==> config.mk <==
export PLATFORM = sky130hd
export DESIGN_NAME = led_display_register_bank
export DESIGN_NICKNAME = d
export VERILOG_FILES = /design/src/verilog/led_regs_pkg.sv /design/src/verilog/led_display_register_bank.sv /design/src/verilog/hex_font.sv
export SDC_FILE = /design/constraint.sdc
export NUM_CORES = 1
export LEC_CHECK = 0
export BUFFER_PORTS_ARGS = -buffer_cell sky130_fd_sc_hd__buf_2
export CAP_MARGIN = 20
export CORE_MARGIN = 8
export CORE_UTILIZATION = 50
export DETAILED_ROUTE_END_ITERATION = 16
export GPL_TIMING_DRIVEN = 0
export PLACE_DENSITY = 0.74
export SKIP_LAST_GASP = 1
export SYNTH_ARGS = -nofsm -noshare
export SYNTH_HDL_FRONTEND = slang
export SYNTH_SLANG_ARGS = --single-unit
==> constraint.sdc <==
create_clock -name core_clk_in -period 5.3 [get_ports core_clk_in]
set_input_delay 1.06 -clock core_clk_in [delete_from_list [all_inputs] [get_ports core_clk_in]]
set_output_delay 1.06 -clock core_clk_in [all_outputs]
set_load 0.05 [all_outputs]
==> src/verilog/led_regs_pkg.sv <==
// constants for the four-digit led display register bank
// assumes a 10 MHz core clock and a two-wire serial master outside
package led_regs_pkg;
  // seven-bit bus address of the device on the two-wire link
  localparam logic [6:0] DEV_ADDR = 7'h38;
  // device-type readback bit in the control register (value arbitrary)
  localparam logic DEV_TYPE_BIT = 1'h0;

  localparam logic [7:0] ADDR_NOOP = 8'h00;
  localparam logic [7:0] ADDR_DECODE = 8'h01;
  localparam logic [7:0] ADDR_BRIGHT = 8'h02;
  localparam logic [7:0] ADDR_SCAN = 8'h03;
  localparam logic [7:0] ADDR_CONFIG = 8'h04;
  localparam logic [7:0] ADDR_FACTORY = 8'h05;
  localparam logic [7:0] ADDR_PORT = 8'h06;
  localparam logic [7:0] ADDR_TEST = 8'h07;
  localparam logic [7:0] ADDR_KEY_DEB = 8'h08;
  localparam logic [7:0] ADDR_KEY_PRS = 8'h0C;
  localparam logic [7:0] ADDR_DIGIT0 = 8'h20;
  localparam logic [7:0] ADDR_DIGIT1 = 8'h21;
  localparam logic [7:0] ADDR_DIGIT2 = 8'h22;
  localparam logic [7:0] ADDR_DIGIT3 = 8'h23;
  localparam logic [7:0] ADDR_SEGS = 8'h24;
  localparam logic [7:0] ADDR_PTR_TOP = 8'h7F;

  // control register field positions
  localparam int CFG_S_BIT = 0;
  localparam int CFG_D_BIT = 1;
  localparam int CFG_R_BIT = 5;

  // values after reset
  localparam logic [3:0] DECODE_RST = 4'h0;
  localparam logic [5:0] BRIGHT_RST = 6'h04;
  localparam logic [1:0] SCAN_RST = 2'h3;
  localparam logic SHUTDOWN_RST = 1'h1;
  localparam logic [7:0] PORT_RST = 8'h80;
  localparam logic [7:0] KEYS_RST = 8'h00;
  localparam logic [6:0] DIGIT_RST = 7'h00;
  localparam logic [7:0] SEGS_RST = 8'h00;

  localparam int NUM_DIGITS = 4;

  typedef enum logic [2:0] {
    ST_IDLE,
    ST_ADDR,
    ST_RX,
    ST_ACK_OUT,
    ST_TX,
    ST_ACK_IN
  } link_state_t;
endpackage : led_regs_pkg

==> src/verilog/led_display_register_bank.sv <==
// register bank and character decoder of a four-digit led display driver
// assumes scl/sda come from a two-wire master in another clock domain,
// slow enough (about 800 ns per bit) to be oversampled by core_clk_in
//
// How it works
// - writes to key registers 08, 0C discarded
// - digits drive a..g from D6..D0; 24 drives lines
// - raw bit one lights, zero extinguishes segment
// - decode register: one bit per digit, D0..D3
// - set bit uses hex font, clear bypasses
// - decoder uses only low nibble D3..D0
// - undecoded digit bits map straight onto segments
// - hex font table for nibbles 0 to F
// - reset: shutdown, blank, config S and R zero
// - reset: four digits, no decode, brightness 4
// - reset: port register reads 10000xx0
// - reset: both key registers read zero
// - reset: digit and segment registers cleared
// - first byte after write address is command
// - pointer advances per data byte, sticks at 7F
`timescale 1ns/1ps
module led_display_register_bank
  import led_regs_pkg::*;
(
  input wire logic core_clk_in,
  input wire logic resetn_in,
  input wire logic scl_in,
  input wire logic sda_in,
  output logic sda_out,
  output logic sda_drive_n_out,
  output logic [6:0] digit0_seg_out,
  output logic [6:0] digit1_seg_out,
  output logic [6:0] digit2_seg_out,
  output logic [6:0] digit3_seg_out,
  output logic [7:0] discrete_seg_out,
  output logic shutdown_out,
  output logic [5:0] brightness_out,
  output logic [1:0] scan_limit_out,
  output logic lamp_test_out
);

  typedef struct packed {
    logic scl_meta;
    logic scl_sync;
    logic scl_prev;
    logic sda_meta;
    logic sda_sync;
    logic sda_prev;
    link_state_t state;
    logic [2:0] bit_cnt;
    logic byte_done;
    logic [7:0] shift;
    logic rw;
    logic cmd_phase;
    logic master_ack;
    logic sda_drive_n;
    logic [7:0] ptr;
    logic [3:0] decode;
    logic [5:0] bright;
    logic [1:0] scan;
    logic shutdown;
    logic [7:0] port_ctl;
    logic lamp;
    logic [NUM_DIGITS-1:0][6:0] digit;
    logic [7:0] segs;
    logic [NUM_DIGITS-1:0][6:0] seg_q;
    logic [7:0] disc_q;
  } bank_state_t;

  bank_state_t s_q;
  bank_state_t s_d;
  logic [NUM_DIGITS-1:0][6:0] font_seg;
  logic scl_rise;
  logic scl_fall;
  logic start_seen;
  logic stop_seen;
  logic rx_data_done;
  logic [7:0] next_ptr;
  logic [7:0] rd_byte;

  genvar gi;
  generate
    for (gi = 0; gi < NUM_DIGITS; gi++) begin : g_font
      hex_font u_font (
        .nibble_in(s_q.digit[gi][3:0]),
        .seg_out(font_seg[gi])
      );
    end
  endgenerate

  assign scl_rise = s_q.scl_sync && !s_q.scl_prev;
  assign scl_fall = !s_q.scl_sync && s_q.scl_prev;
  // sda edges only count as start/stop while the clock line stays high
  assign start_seen = s_q.scl_sync && s_q.scl_prev && s_q.sda_prev && !s_q.sda_sync;
  assign stop_seen = s_q.scl_sync && s_q.scl_prev && !s_q.sda_prev && s_q.sda_sync;
  assign rx_data_done = scl_fall && (s_q.state == ST_RX) && s_q.byte_done &&
                        !s_q.cmd_phase;
  assign next_ptr = (s_q.ptr == ADDR_PTR_TOP) ? s_q.ptr : 8'(s_q.ptr + 8'h01);

  always_comb begin
    unique case (s_q.ptr)
      ADDR_DECODE: rd_byte = {4'h0, s_q.decode};
      ADDR_BRIGHT: rd_byte = {2'h0, s_q.bright};
      ADDR_SCAN: rd_byte = {6'h00, s_q.scan};
      // global-clear bit is transient and always reads zero
      ADDR_CONFIG: rd_byte = {6'h00, DEV_TYPE_BIT, !s_q.shutdown};
      ADDR_PORT: rd_byte = s_q.port_ctl;
      ADDR_TEST: rd_byte = {7'h00, s_q.lamp};
      ADDR_KEY_DEB: rd_byte = KEYS_RST;
      ADDR_KEY_PRS: rd_byte = KEYS_RST;
      ADDR_DIGIT0: rd_byte = {1'h0, s_q.digit[0]};
      ADDR_DIGIT1: rd_byte = {1'h0, s_q.digit[1]};
      ADDR_DIGIT2: rd_byte = {1'h0, s_q.digit[2]};
      ADDR_DIGIT3: rd_byte = {1'h0, s_q.digit[3]};
      ADDR_SEGS: rd_byte = s_q.segs;
      default: rd_byte = 8'h00;
    endcase
  end

  always_comb begin
    s_d = s_q;
    // two-flop synchronisers for the link lines
    s_d.scl_meta = scl_in;
    s_d.scl_sync = s_q.scl_meta;
    s_d.scl_prev = s_q.scl_sync;
    s_d.sda_meta = sda_in;
    s_d.sda_sync = s_q.sda_meta;
    s_d.sda_prev = s_q.sda_sync;

    // display path, registered so outputs come from flops
    for (int i = 0; i < NUM_DIGITS; i++) begin
      s_d.seg_q[i] = s_q.decode[i] ? font_seg[i] : s_q.digit[i];
    end
    s_d.disc_q = s_q.segs;

    if (start_seen) begin
      s_d.state = ST_ADDR;
      s_d.bit_cnt = 3'h0;
      s_d.byte_done = 1'b0;
      s_d.sda_drive_n = 1'b1;
    end else if (stop_seen) begin
      s_d.state = ST_IDLE;
      s_d.sda_drive_n = 1'b1;
    end else if (scl_rise) begin
      unique case (s_q.state)
        ST_ADDR, ST_RX: begin
          s_d.shift = {s_q.shift[6:0], s_q.sda_sync};
          s_d.bit_cnt = 3'(s_q.bit_cnt + 3'h1);
          s_d.byte_done = (s_q.bit_cnt == 3'h7);
        end
        ST_TX: begin
          s_d.bit_cnt = 3'(s_q.bit_cnt + 3'h1);
          s_d.byte_done = (s_q.bit_cnt == 3'h7);
        end
        ST_ACK_IN: s_d.master_ack = !s_q.sda_sync;
        ST_IDLE, ST_ACK_OUT: begin
        end
      endcase
    end else if (scl_fall) begin
      unique case (s_q.state)
        ST_IDLE: begin
        end
        ST_ADDR: begin
          if (s_q.byte_done) begin
            s_d.byte_done = 1'b0;
            if (s_q.shift[7:1] == DEV_ADDR) begin
              s_d.rw = s_q.shift[0];
              s_d.cmd_phase = !s_q.shift[0];
              s_d.sda_drive_n = 1'b0;
              s_d.state = ST_ACK_OUT;
            end else begin
              s_d.state = ST_IDLE;
            end
          end
        end
        ST_RX: begin
          if (s_q.byte_done) begin
            s_d.byte_done = 1'b0;
            s_d.sda_drive_n = 1'b0;
            s_d.state = ST_ACK_OUT;
            if (s_q.cmd_phase) begin
              s_d.ptr = s_q.shift;
              s_d.cmd_phase = 1'b0;
            end else begin
              s_d.ptr = next_ptr;
              // no_operation, factory, key and unmapped addresses fall to default
              unique case (s_q.ptr)
                ADDR_DECODE: s_d.decode = s_q.shift[3:0];
                ADDR_BRIGHT: s_d.bright = s_q.shift[5:0];
                ADDR_SCAN: s_d.scan = s_q.shift[1:0];
                ADDR_CONFIG: begin
                  s_d.shutdown = !s_q.shift[CFG_S_BIT];
                  if (s_q.shift[CFG_R_BIT]) begin
                    s_d.digit = '0;
                    s_d.segs = SEGS_RST;
                  end
                end
                ADDR_PORT: s_d.port_ctl = s_q.shift;
                ADDR_TEST: s_d.lamp = s_q.shift[0];
                ADDR_DIGIT0: s_d.digit[0] = s_q.shift[6:0];
                ADDR_DIGIT1: s_d.digit[1] = s_q.shift[6:0];
                ADDR_DIGIT2: s_d.digit[2] = s_q.shift[6:0];
                ADDR_DIGIT3: s_d.digit[3] = s_q.shift[6:0];
                ADDR_SEGS: s_d.segs = s_q.shift;
                default: begin
                end
              endcase
            end
          end
        end
        ST_ACK_OUT: begin
          s_d.sda_drive_n = 1'b1;
          s_d.bit_cnt = 3'h0;
          s_d.byte_done = 1'b0;
          if (s_q.rw) begin
            s_d.shift = rd_byte;
            s_d.sda_drive_n = rd_byte[7];
            s_d.ptr = next_ptr;
            s_d.state = ST_TX;
          end else begin
            s_d.state = ST_RX;
          end
        end
        ST_TX: begin
          if (s_q.byte_done) begin
            s_d.byte_done = 1'b0;
            s_d.sda_drive_n = 1'b1;
            s_d.state = ST_ACK_IN;
          end else begin
            s_d.shift = {s_q.shift[6:0], 1'b0};
            s_d.sda_drive_n = s_q.shift[6];
          end
        end
        ST_ACK_IN: begin
          // a not-acknowledge ends the read; stop follows
          if (s_q.master_ack) begin
            s_d.shift = rd_byte;
            s_d.sda_drive_n = rd_byte[7];
            s_d.ptr = next_ptr;
            s_d.bit_cnt = 3'h0;
            s_d.state = ST_TX;
          end else begin
            s_d.state = ST_IDLE;
          end
        end
      endcase
    end
  end

  always_ff @(posedge core_clk_in or negedge resetn_in) begin
    if (!resetn_in) begin
      s_q <= '0;
      s_q.scl_meta <= 1'b1;
      s_q.scl_sync <= 1'b1;
      s_q.scl_prev <= 1'b1;
      s_q.sda_meta <= 1'b1;
      s_q.sda_sync <= 1'b1;
      s_q.sda_prev <= 1'b1;
      s_q.state <= ST_IDLE;
      s_q.sda_drive_n <= 1'b1;
      s_q.decode <= DECODE_RST;
      s_q.bright <= BRIGHT_RST;
      s_q.scan <= SCAN_RST;
      s_q.shutdown <= SHUTDOWN_RST;
      s_q.port_ctl <= PORT_RST;
      s_q.digit <= {NUM_DIGITS{DIGIT_RST}};
      s_q.segs <= SEGS_RST;
    end else begin
      s_q <= s_d;
    end
  end

  assign sda_out = 1'b0 & s_q.sda_prev;
  assign sda_drive_n_out = s_q.sda_drive_n;
  assign digit0_seg_out = s_q.seg_q[0];
  assign digit1_seg_out = s_q.seg_q[1];
  assign digit2_seg_out = s_q.seg_q[2];
  assign digit3_seg_out = s_q.seg_q[3];
  assign discrete_seg_out = s_q.disc_q;
  assign shutdown_out = s_q.shutdown;
  assign brightness_out = s_q.bright;
  assign scan_limit_out = s_q.scan;
  assign lamp_test_out = s_q.lamp;
endmodule : led_display_register_bank

==> src/verilog/hex_font.sv <==
// hexadecimal seven-segment font, segments a..g on bits 6..0
// assumes a purely combinational use; the caller registers the result
`timescale 1ns/1ps
module hex_font (
  input wire logic [3:0] nibble_in,
  output logic [6:0] seg_out
);
  always_comb begin
    unique case (nibble_in)
      4'h0: seg_out = 7'h7E;
      4'h1: seg_out = 7'h30;
      4'h2: seg_out = 7'h6D;
      4'h3: seg_out = 7'h79;
      4'h4: seg_out = 7'h33;
      4'h5: seg_out = 7'h5B;
      4'h6: seg_out = 7'h5F;
      4'h7: seg_out = 7'h70;
      4'h8: seg_out = 7'h7F;
      4'h9: seg_out = 7'h7B;
      4'hA: seg_out = 7'h77;
      4'hB: seg_out = 7'h1F;
      4'hC: seg_out = 7'h4E;
      4'hD: seg_out = 7'h3D;
      4'hE: seg_out = 7'h4F;
      4'hF: seg_out = 7'h47;
    endcase
  end
endmodule : hex_font

; ---- Word-level counts from Yosys, hierarchy flattened
; Memory sizes are Yosys's and may differ from the RTL's.
; Cells that the tools add are included.
[word_totals]
regBits = 127
n_memories = 4
output_inout_bits = 48
in_bits = 4
mem_bits_ro = 448
word_cells = 192
[classes]
eq_ne = 38
n_addsub = 2
n_mux = 63
reduce_logical = 50
bitwise_logic = 4
[memory_table]
columns = memory, words, width, read_ports, rd_ports_with_merged_regs, wr, line
row1 = (name not given), 16, 7, 1, 0, 0, hex_font.sv:9  ; unique case (nibble_in)
row2 = (name not given), 16, 7, 1, 0, 0, hex_font.sv:9
row3 = (name not given), 16, 7, 1, 0, 0, hex_font.sv:9
row4 = (name not given), 16, 7, 1, 0, 0, hex_font.sv:9
[ops]
columns = operator, n
row1 = 67-bit two-way mux, 3
row2 = 58-bit two-way mux, 2
row3 = 8-bit case mux with 11 select lines, 1
row4 = 8-bit AND reduction, 9
row5 = 8-bit two-way mux, 7
row6 = 7-bit case mux with 2 select lines, 4
row7 = 8-bit case mux with 3 select lines, 2
row8 = 9-bit AND reduction, 5
row9 = 8-bit by 6-bit == test with 1-bit output (second input constant), 5
row10 = 36-bit two-way mux, 1
row11 = 7-bit two-way mux, 5
row12 = 8-bit by 3-bit == test with 1-bit output (second input constant), 3
row13 = 3-bit two-way mux, 8
row14 = 4-bit inequality test (second input constant), 6
row15 = 9-bit two-way mux, 2
row16 = 17-bit two-way mux, 1
row17 = 8-bit by 2-bit == test with 1-bit output (second input constant), 2
row18 = 8-bit case mux with 2 select lines, 1
row19 = 15-bit two-way mux, 1
row20 = 3-bit case mux with 5 select lines, 1
row21 = 2-bit inequality test (second input constant), 7
row22 = 7-bit AND reduction, 2
row23 = 2-bit nonzero test, 7
row24 = 1-bit two-way mux, 12
row25 = 31 further kinds, 60

; ---- Logic depth before layout (Yosys ltp)
[logic_depth]
depth_word = 9
ltp_mapped = 11
ltp_nobuf = 8

; ---- Modules after synthesis
; A second synthesis with hierarchy kept.
[hier_totals]
cells_unflattened = 759
hier_area_um2 = 7866.3
[by_module_without_submodules]
columns = module, seq_area_each_um2, instances, area_each_um2, cells_per_inst
row1 = led_display_register_bank, 3193.1, 1, 6712.7, 627
row2 = hex_font (g_font[1].u_font ...), 0.0, 3, 287.8, 33
row3 = hex_font (g_font[0].u_font), 0.0, 1, 290.3, 33

; ---- Worst setup path after synthesis
; OpenSTA, ideal clock, no wires.
[synth_timing]
path_type = register to register
from = reg s_q[124] in the netlist's numbering
to = reg s_q[73] in the netlist's numbering
arrival_time_ns = 2.478
n_path_buf = 2
required_time_ns = 5.175
period_less_slack_ns = 2.603
path_slack_ns = 2.697
setup_time_ns = 0.125
stages_incl_launch_ff = 10
path_cell_list = dfstp_2 inv_1 ha_1 clkbuf_2 inv_1 o2111ai_2 or4_1 buf_2 nor3_4 mux2_2
[synth_via]
elab_chain_cells = 5
elab_cells_between_ends = 12
cone_classes = bitwise (3) / reduce/logical (9)
[synth_lines]
columns = element, line
row1 = "start, declared", led_display_register_bank.sv:70  ; bank_state_t s_q;
row2 = 1-bit logical AND, "led_display_register_bank.sv:94, led_display_register_bank.sv:95"
row3 = "1-bit logical AND, on equally long branches (2 in a row)", "led_display_register_bank.sv:95, led_display_register_bank.sv:94"
row4 = 1-bit inverter (no source line), -
row5 = 8-bit AND reduction (no source line) *, -
; Mark *: on every way between the ends. The rest lies on a longest branch, timed or not.
; A chain may end at the register's enable or synchronous reset.

; ---- Worst setup path in the final report
[layout_timing]
from = reg s_q[124] in the netlist's numbering
to = reg s_q (netlist bit s_d[1])
[layout_via]
elab_chain_cells = 5
elab_cells_between_ends = 12
cone_classes = bitwise (3) / reduce/logical (9)
[layout_lines]
columns = element, line
row1 = 1-bit logical AND, "led_display_register_bank.sv:94, led_display_register_bank.sv:95"
row2 = "1-bit logical AND, on equally long branches (2 in a row)", "led_display_register_bank.sv:95, led_display_register_bank.sv:94"
row3 = 1-bit inverter (no source line), -
row4 = 9-bit AND reduction (no source line) *, -
; Marks and branches as above.

==> impl_results.md <==
* Peak ir drop on the vdd network at 0.2830 mV
* EDFF count, synth at 0
* GPL Wtd Cong at 0.9433
* DR pass1 iterations at 9
* Area grow syn2layout at 14.92%
* Worst-path clk slew at 0.06 ns
* Min-Delay Path Class: register to register
* Clock tree root driver cell: sky130_fd_sc_hd__clkbuf_16
* Worst-path fanout max at 9
* Startpoint of the worst setup timing path: s_q[124]
* Proportion of layout cells with a drive suffix above 1 at 20.50%
* Detailed-route via count at 6289
* Most numerous cell in the Yosys netlist: sky130_fd_sc_hd__dfrtp_1
* Proportion of synthesized chip area in sequential cells at 42.73%
* Number of buffers created by CTS at 17
* Routed length per placed instance at 18.58 um
* Post-route core utilization at 58.86%
* Combined area of the multi-input logic cells at 3607 um2
* Run status: complete, no violations
* FF-to-FF Start: s_q[124]
* Hold EP: s_d[124]
* Post-route DRC at 0
* Final-report max-slew violation count at 0
* Number of global-route vias before repair at 5938
* Global-route total usage across every layer at 20.74%
* Crit path DAT at 3.40 ns
* Clock latency reported for the late side of the worst-skew pair at 0.43 ns
* Count of endpoints failing setup in the final report at 0
* Worst hold stages at 0
* Reg2Reg Capture Point: s_d[1]
* Synth warn at 0
* # fillers at 1247
* Start-to-end type of the worst setup path: register to register
* Pin count of the biggest net entering global routing at 72
* Reg2Reg Setup Slack at 2.26 ns
* Maximum clock skew at final layout at 0.009562 ns
* Routed via count divided by cell count at 5.894
* Unrepaired setup endpoints after global routing: false
* Hold-fix buffers, CTS at 0
* Highest clock frequency the design can meet at 328.5 MHz
* Worst reg2reg path depth at 9
* Number of gates given a new drive strength after cts at 0
* Die Y at 138.2 um
* CP Capture Type: register
* Leakage Power at 3.989 nW
* Number of synthesized register bits at 127
* Async SR Flop Fraction at 100.0%
* Level count of the clock H-tree at 4
* Beginning of the worst hold path: s_d[125]
* Post-DRT Antenna Nets at 0
* Relative slew slack at 34.28%
* Count of endpoints failing hold in the final timing report at 0
* Most instantiated flip-flop cell in the synthesis netlist: sky130_fd_sc_hd__dfrtp_1
* Synthesized netlist cell count at 800
* Global-route congestion overflow total at 0
* Clock sinks at 127
* First-pass GRT wire length at 32400 um
* Initial Util at 51.22%
* Number of antenna violations at the first check in global routing at 0
* Final critical-path required period at 3.045 ns
* Detailed Route Iter0 Violations at 704
* Count of nets after finishing at 911
* Average footprint of a synthesized cell at 9.340 um2
* I/O pin count at 52
* Endpoint required time on the critical path at 5.65 ns
* CTS max path bufs at 2
* Cell area power density at 260.0 nW/um2
* Critical path launch point type: register
* Die ar. at 19110 um2
* Sum Neg Setup Slack at 0 ns
* Netlist area before placement at 7472 um2
* CTS tree: yes
* Dominant cells by area after synthesis: sky130_fd_sc_hd__dfrtp_1 39%, sky130_fd_sc_hd__ha_1 6.2%, sky130_fd_sc_hd__nand2_1 4.6%
* Max capacitance violation total at 0
* Die extent in x at 138.2 um
* Final wirelength at 19820 um
* Storage cell area at 3193 um2
* Setup Fix Bufs, Post-CTS at 0
* Transition time of the tightest slew-check pin at 0.9777 ns
* Antenna diode count at 0
* Area share of the largest cell type after synthesis at 38.51%
* Syn nets at 841
* Number of buffer cells added on primary ports at 50
* Worst slack on hold paths at 0.3570 ns
* Commonest cells in the netlist: 115 x sky130_fd_sc_hd__dfrtp_1, 91 x sky130_fd_sc_hd__nand2_1, 57 x sky130_fd_sc_hd__o21ai_0, 55 x sky130_fd_sc_hd__clkbuf_1, 45 x sky130_fd_sc_hd__buf_4
* Row Count at 44
* DP Wirelength at 13870 um
* Yosys top cell by area: sky130_fd_sc_hd__dfrtp_1
* Share of the clock period used by the worst path at 57.44%
* Count of unique library cells instantiated by Yosys at 64
* Core area at 14590 um2
==> worst max-delay path, cell delays in order (launching register included) <==
cell and delay, ns:
sky130_fd_sc_hd__dfstp_2 0.54, sky130_fd_sc_hd__inv_1 0.04, sky130_fd_sc_hd__ha_1 0.18, sky130_fd_sc_hd__clkbuf_2 0.16
sky130_fd_sc_hd__inv_1 0.16, sky130_fd_sc_hd__o2111ai_2 0.19, sky130_fd_sc_hd__nor4_2 0.84, sky130_fd_sc_hd__and3_1 0.30
sky130_fd_sc_hd__clkbuf_1 0.33, sky130_fd_sc_hd__a22o_1 0.22
==> sequential cells by signal, indices dropped and copies added (netlist names), 2 cells and up <==
signal and flops:
s_q 68, digit3_seg_out 7, s_d 12, discrete_seg_out 8, digit1_seg_out 7, digit0_seg_out 7, brightness_out 6, scan_limit_out 2
digit2_seg_out 7
==> per-layer routing <==
layer	vias to the layer above	GRT usage, %	wire (um)
met5	-	0	0
met4	0	8.524	487
met3	39	5.822	1648
met2	276	30.61	8914
met1	2997	28.02	8772
li1	2977	-	-
==> how the worst max path moves through the flow <==
| stage | to | cells after the start |
|---|---|---|
| after floorplan | s_q[73] | 9 |
| after global placement | s_q[114] | 1 |
| after detailed placement | s_q[78] | 9 |
| after CTS | s_d[1] | 9 |
| after global routing | s_d[1] | 9 |
| final | s_d[1] | 9 |
==> cell type report <==
cell class	instances	share of cell area (%)
plain buffers	104	6.557
clock buffers	20	5.435
clock inverters	12	1.559
inverters	29	1.268
well taps	184	2.681
repair buffers	51	3.308
multi-input cells	540	42.01
flip-flops and latches	127	37.18
==> through the flow <==
stage	total power, mW	cell area (um2)	setup WS, ns	cells
floorplan	1.034	7472	2.697	800
global placement	1.070	7953	1.525	1034
detailed placement	1.074	7986	2.338	1035
CTS	2.251	8587	2.301	1067
global route	2.304	8587	2.107	1067
finish	2.233	8587	2.255	1067
==> power breakdown <==
group / total, mW / internal, mW / leakage (nW) / switching (mW)
Clock: 1.18 / 0.730 / 0.281 / 0.446
Combinational: 0.0731 / 0.0176 / 1.98 / 0.0555
Sequential: 0.984 / 0.978 / 1.73 / 0.00600
Total: 2.23 / 1.73 / 3.99 / 0.507
==> layout by cell type (no fill, tap or decap), types with 6 or more instances in the layout <==
cell,netlist,layout
sky130_fd_sc_hd__clkbuf_16,0,17
sky130_fd_sc_hd__a22o_1,33,33
sky130_fd_sc_hd__nand4_1,9,9
sky130_fd_sc_hd__dfstp_2,12,12
sky130_fd_sc_hd__dfrtp_1,115,115
sky130_fd_sc_hd__o21ai_0,57,57
sky130_fd_sc_hd__a21oi_1,40,40
sky130_fd_sc_hd__buf_4,45,45
sky130_fd_sc_hd__o31ai_1,6,6
sky130_fd_sc_hd__a211oi_1,9,9
sky130_fd_sc_hd__nor3_1,12,12
sky130_fd_sc_hd__buf_2,2,51
sky130_fd_sc_hd__and3_1,6,6
sky130_fd_sc_hd__nand3b_1,7,7
sky130_fd_sc_hd__a22oi_1,12,12
sky130_fd_sc_hd__nor2b_1,16,16
sky130_fd_sc_hd__inv_1,29,29
sky130_fd_sc_hd__a31oi_1,12,12
sky130_fd_sc_hd__o311ai_0,9,9
sky130_fd_sc_hd__nand2_1,91,91
sky130_fd_sc_hd__mux2_2,30,30
sky130_fd_sc_hd__clkbuf_1,55,55
sky130_fd_sc_hd__ha_1,37,37
sky130_fd_sc_hd__nand2b_1,8,8
sky130_fd_sc_hd__o41ai_1,8,8
sky130_fd_sc_hd__nand3_1,29,29
sky130_fd_sc_hd__nor2_1,39,39
==> logic make-up (layout without fill, tap and decap cells) <==
group,count (synthesis),after routing,share of synthesized area [%]
compound gates,219,219,19.79
simple gates,244,244,16.58
flops,127,127,42.73
mux,35,35,5.191
fa+ha+maj,37,37,6.196
other cells,1,1,0.05019
buf+inv,133,216,8.992
xor+xnor,4,4,0.4689
(Power assumes the default switching activity.)
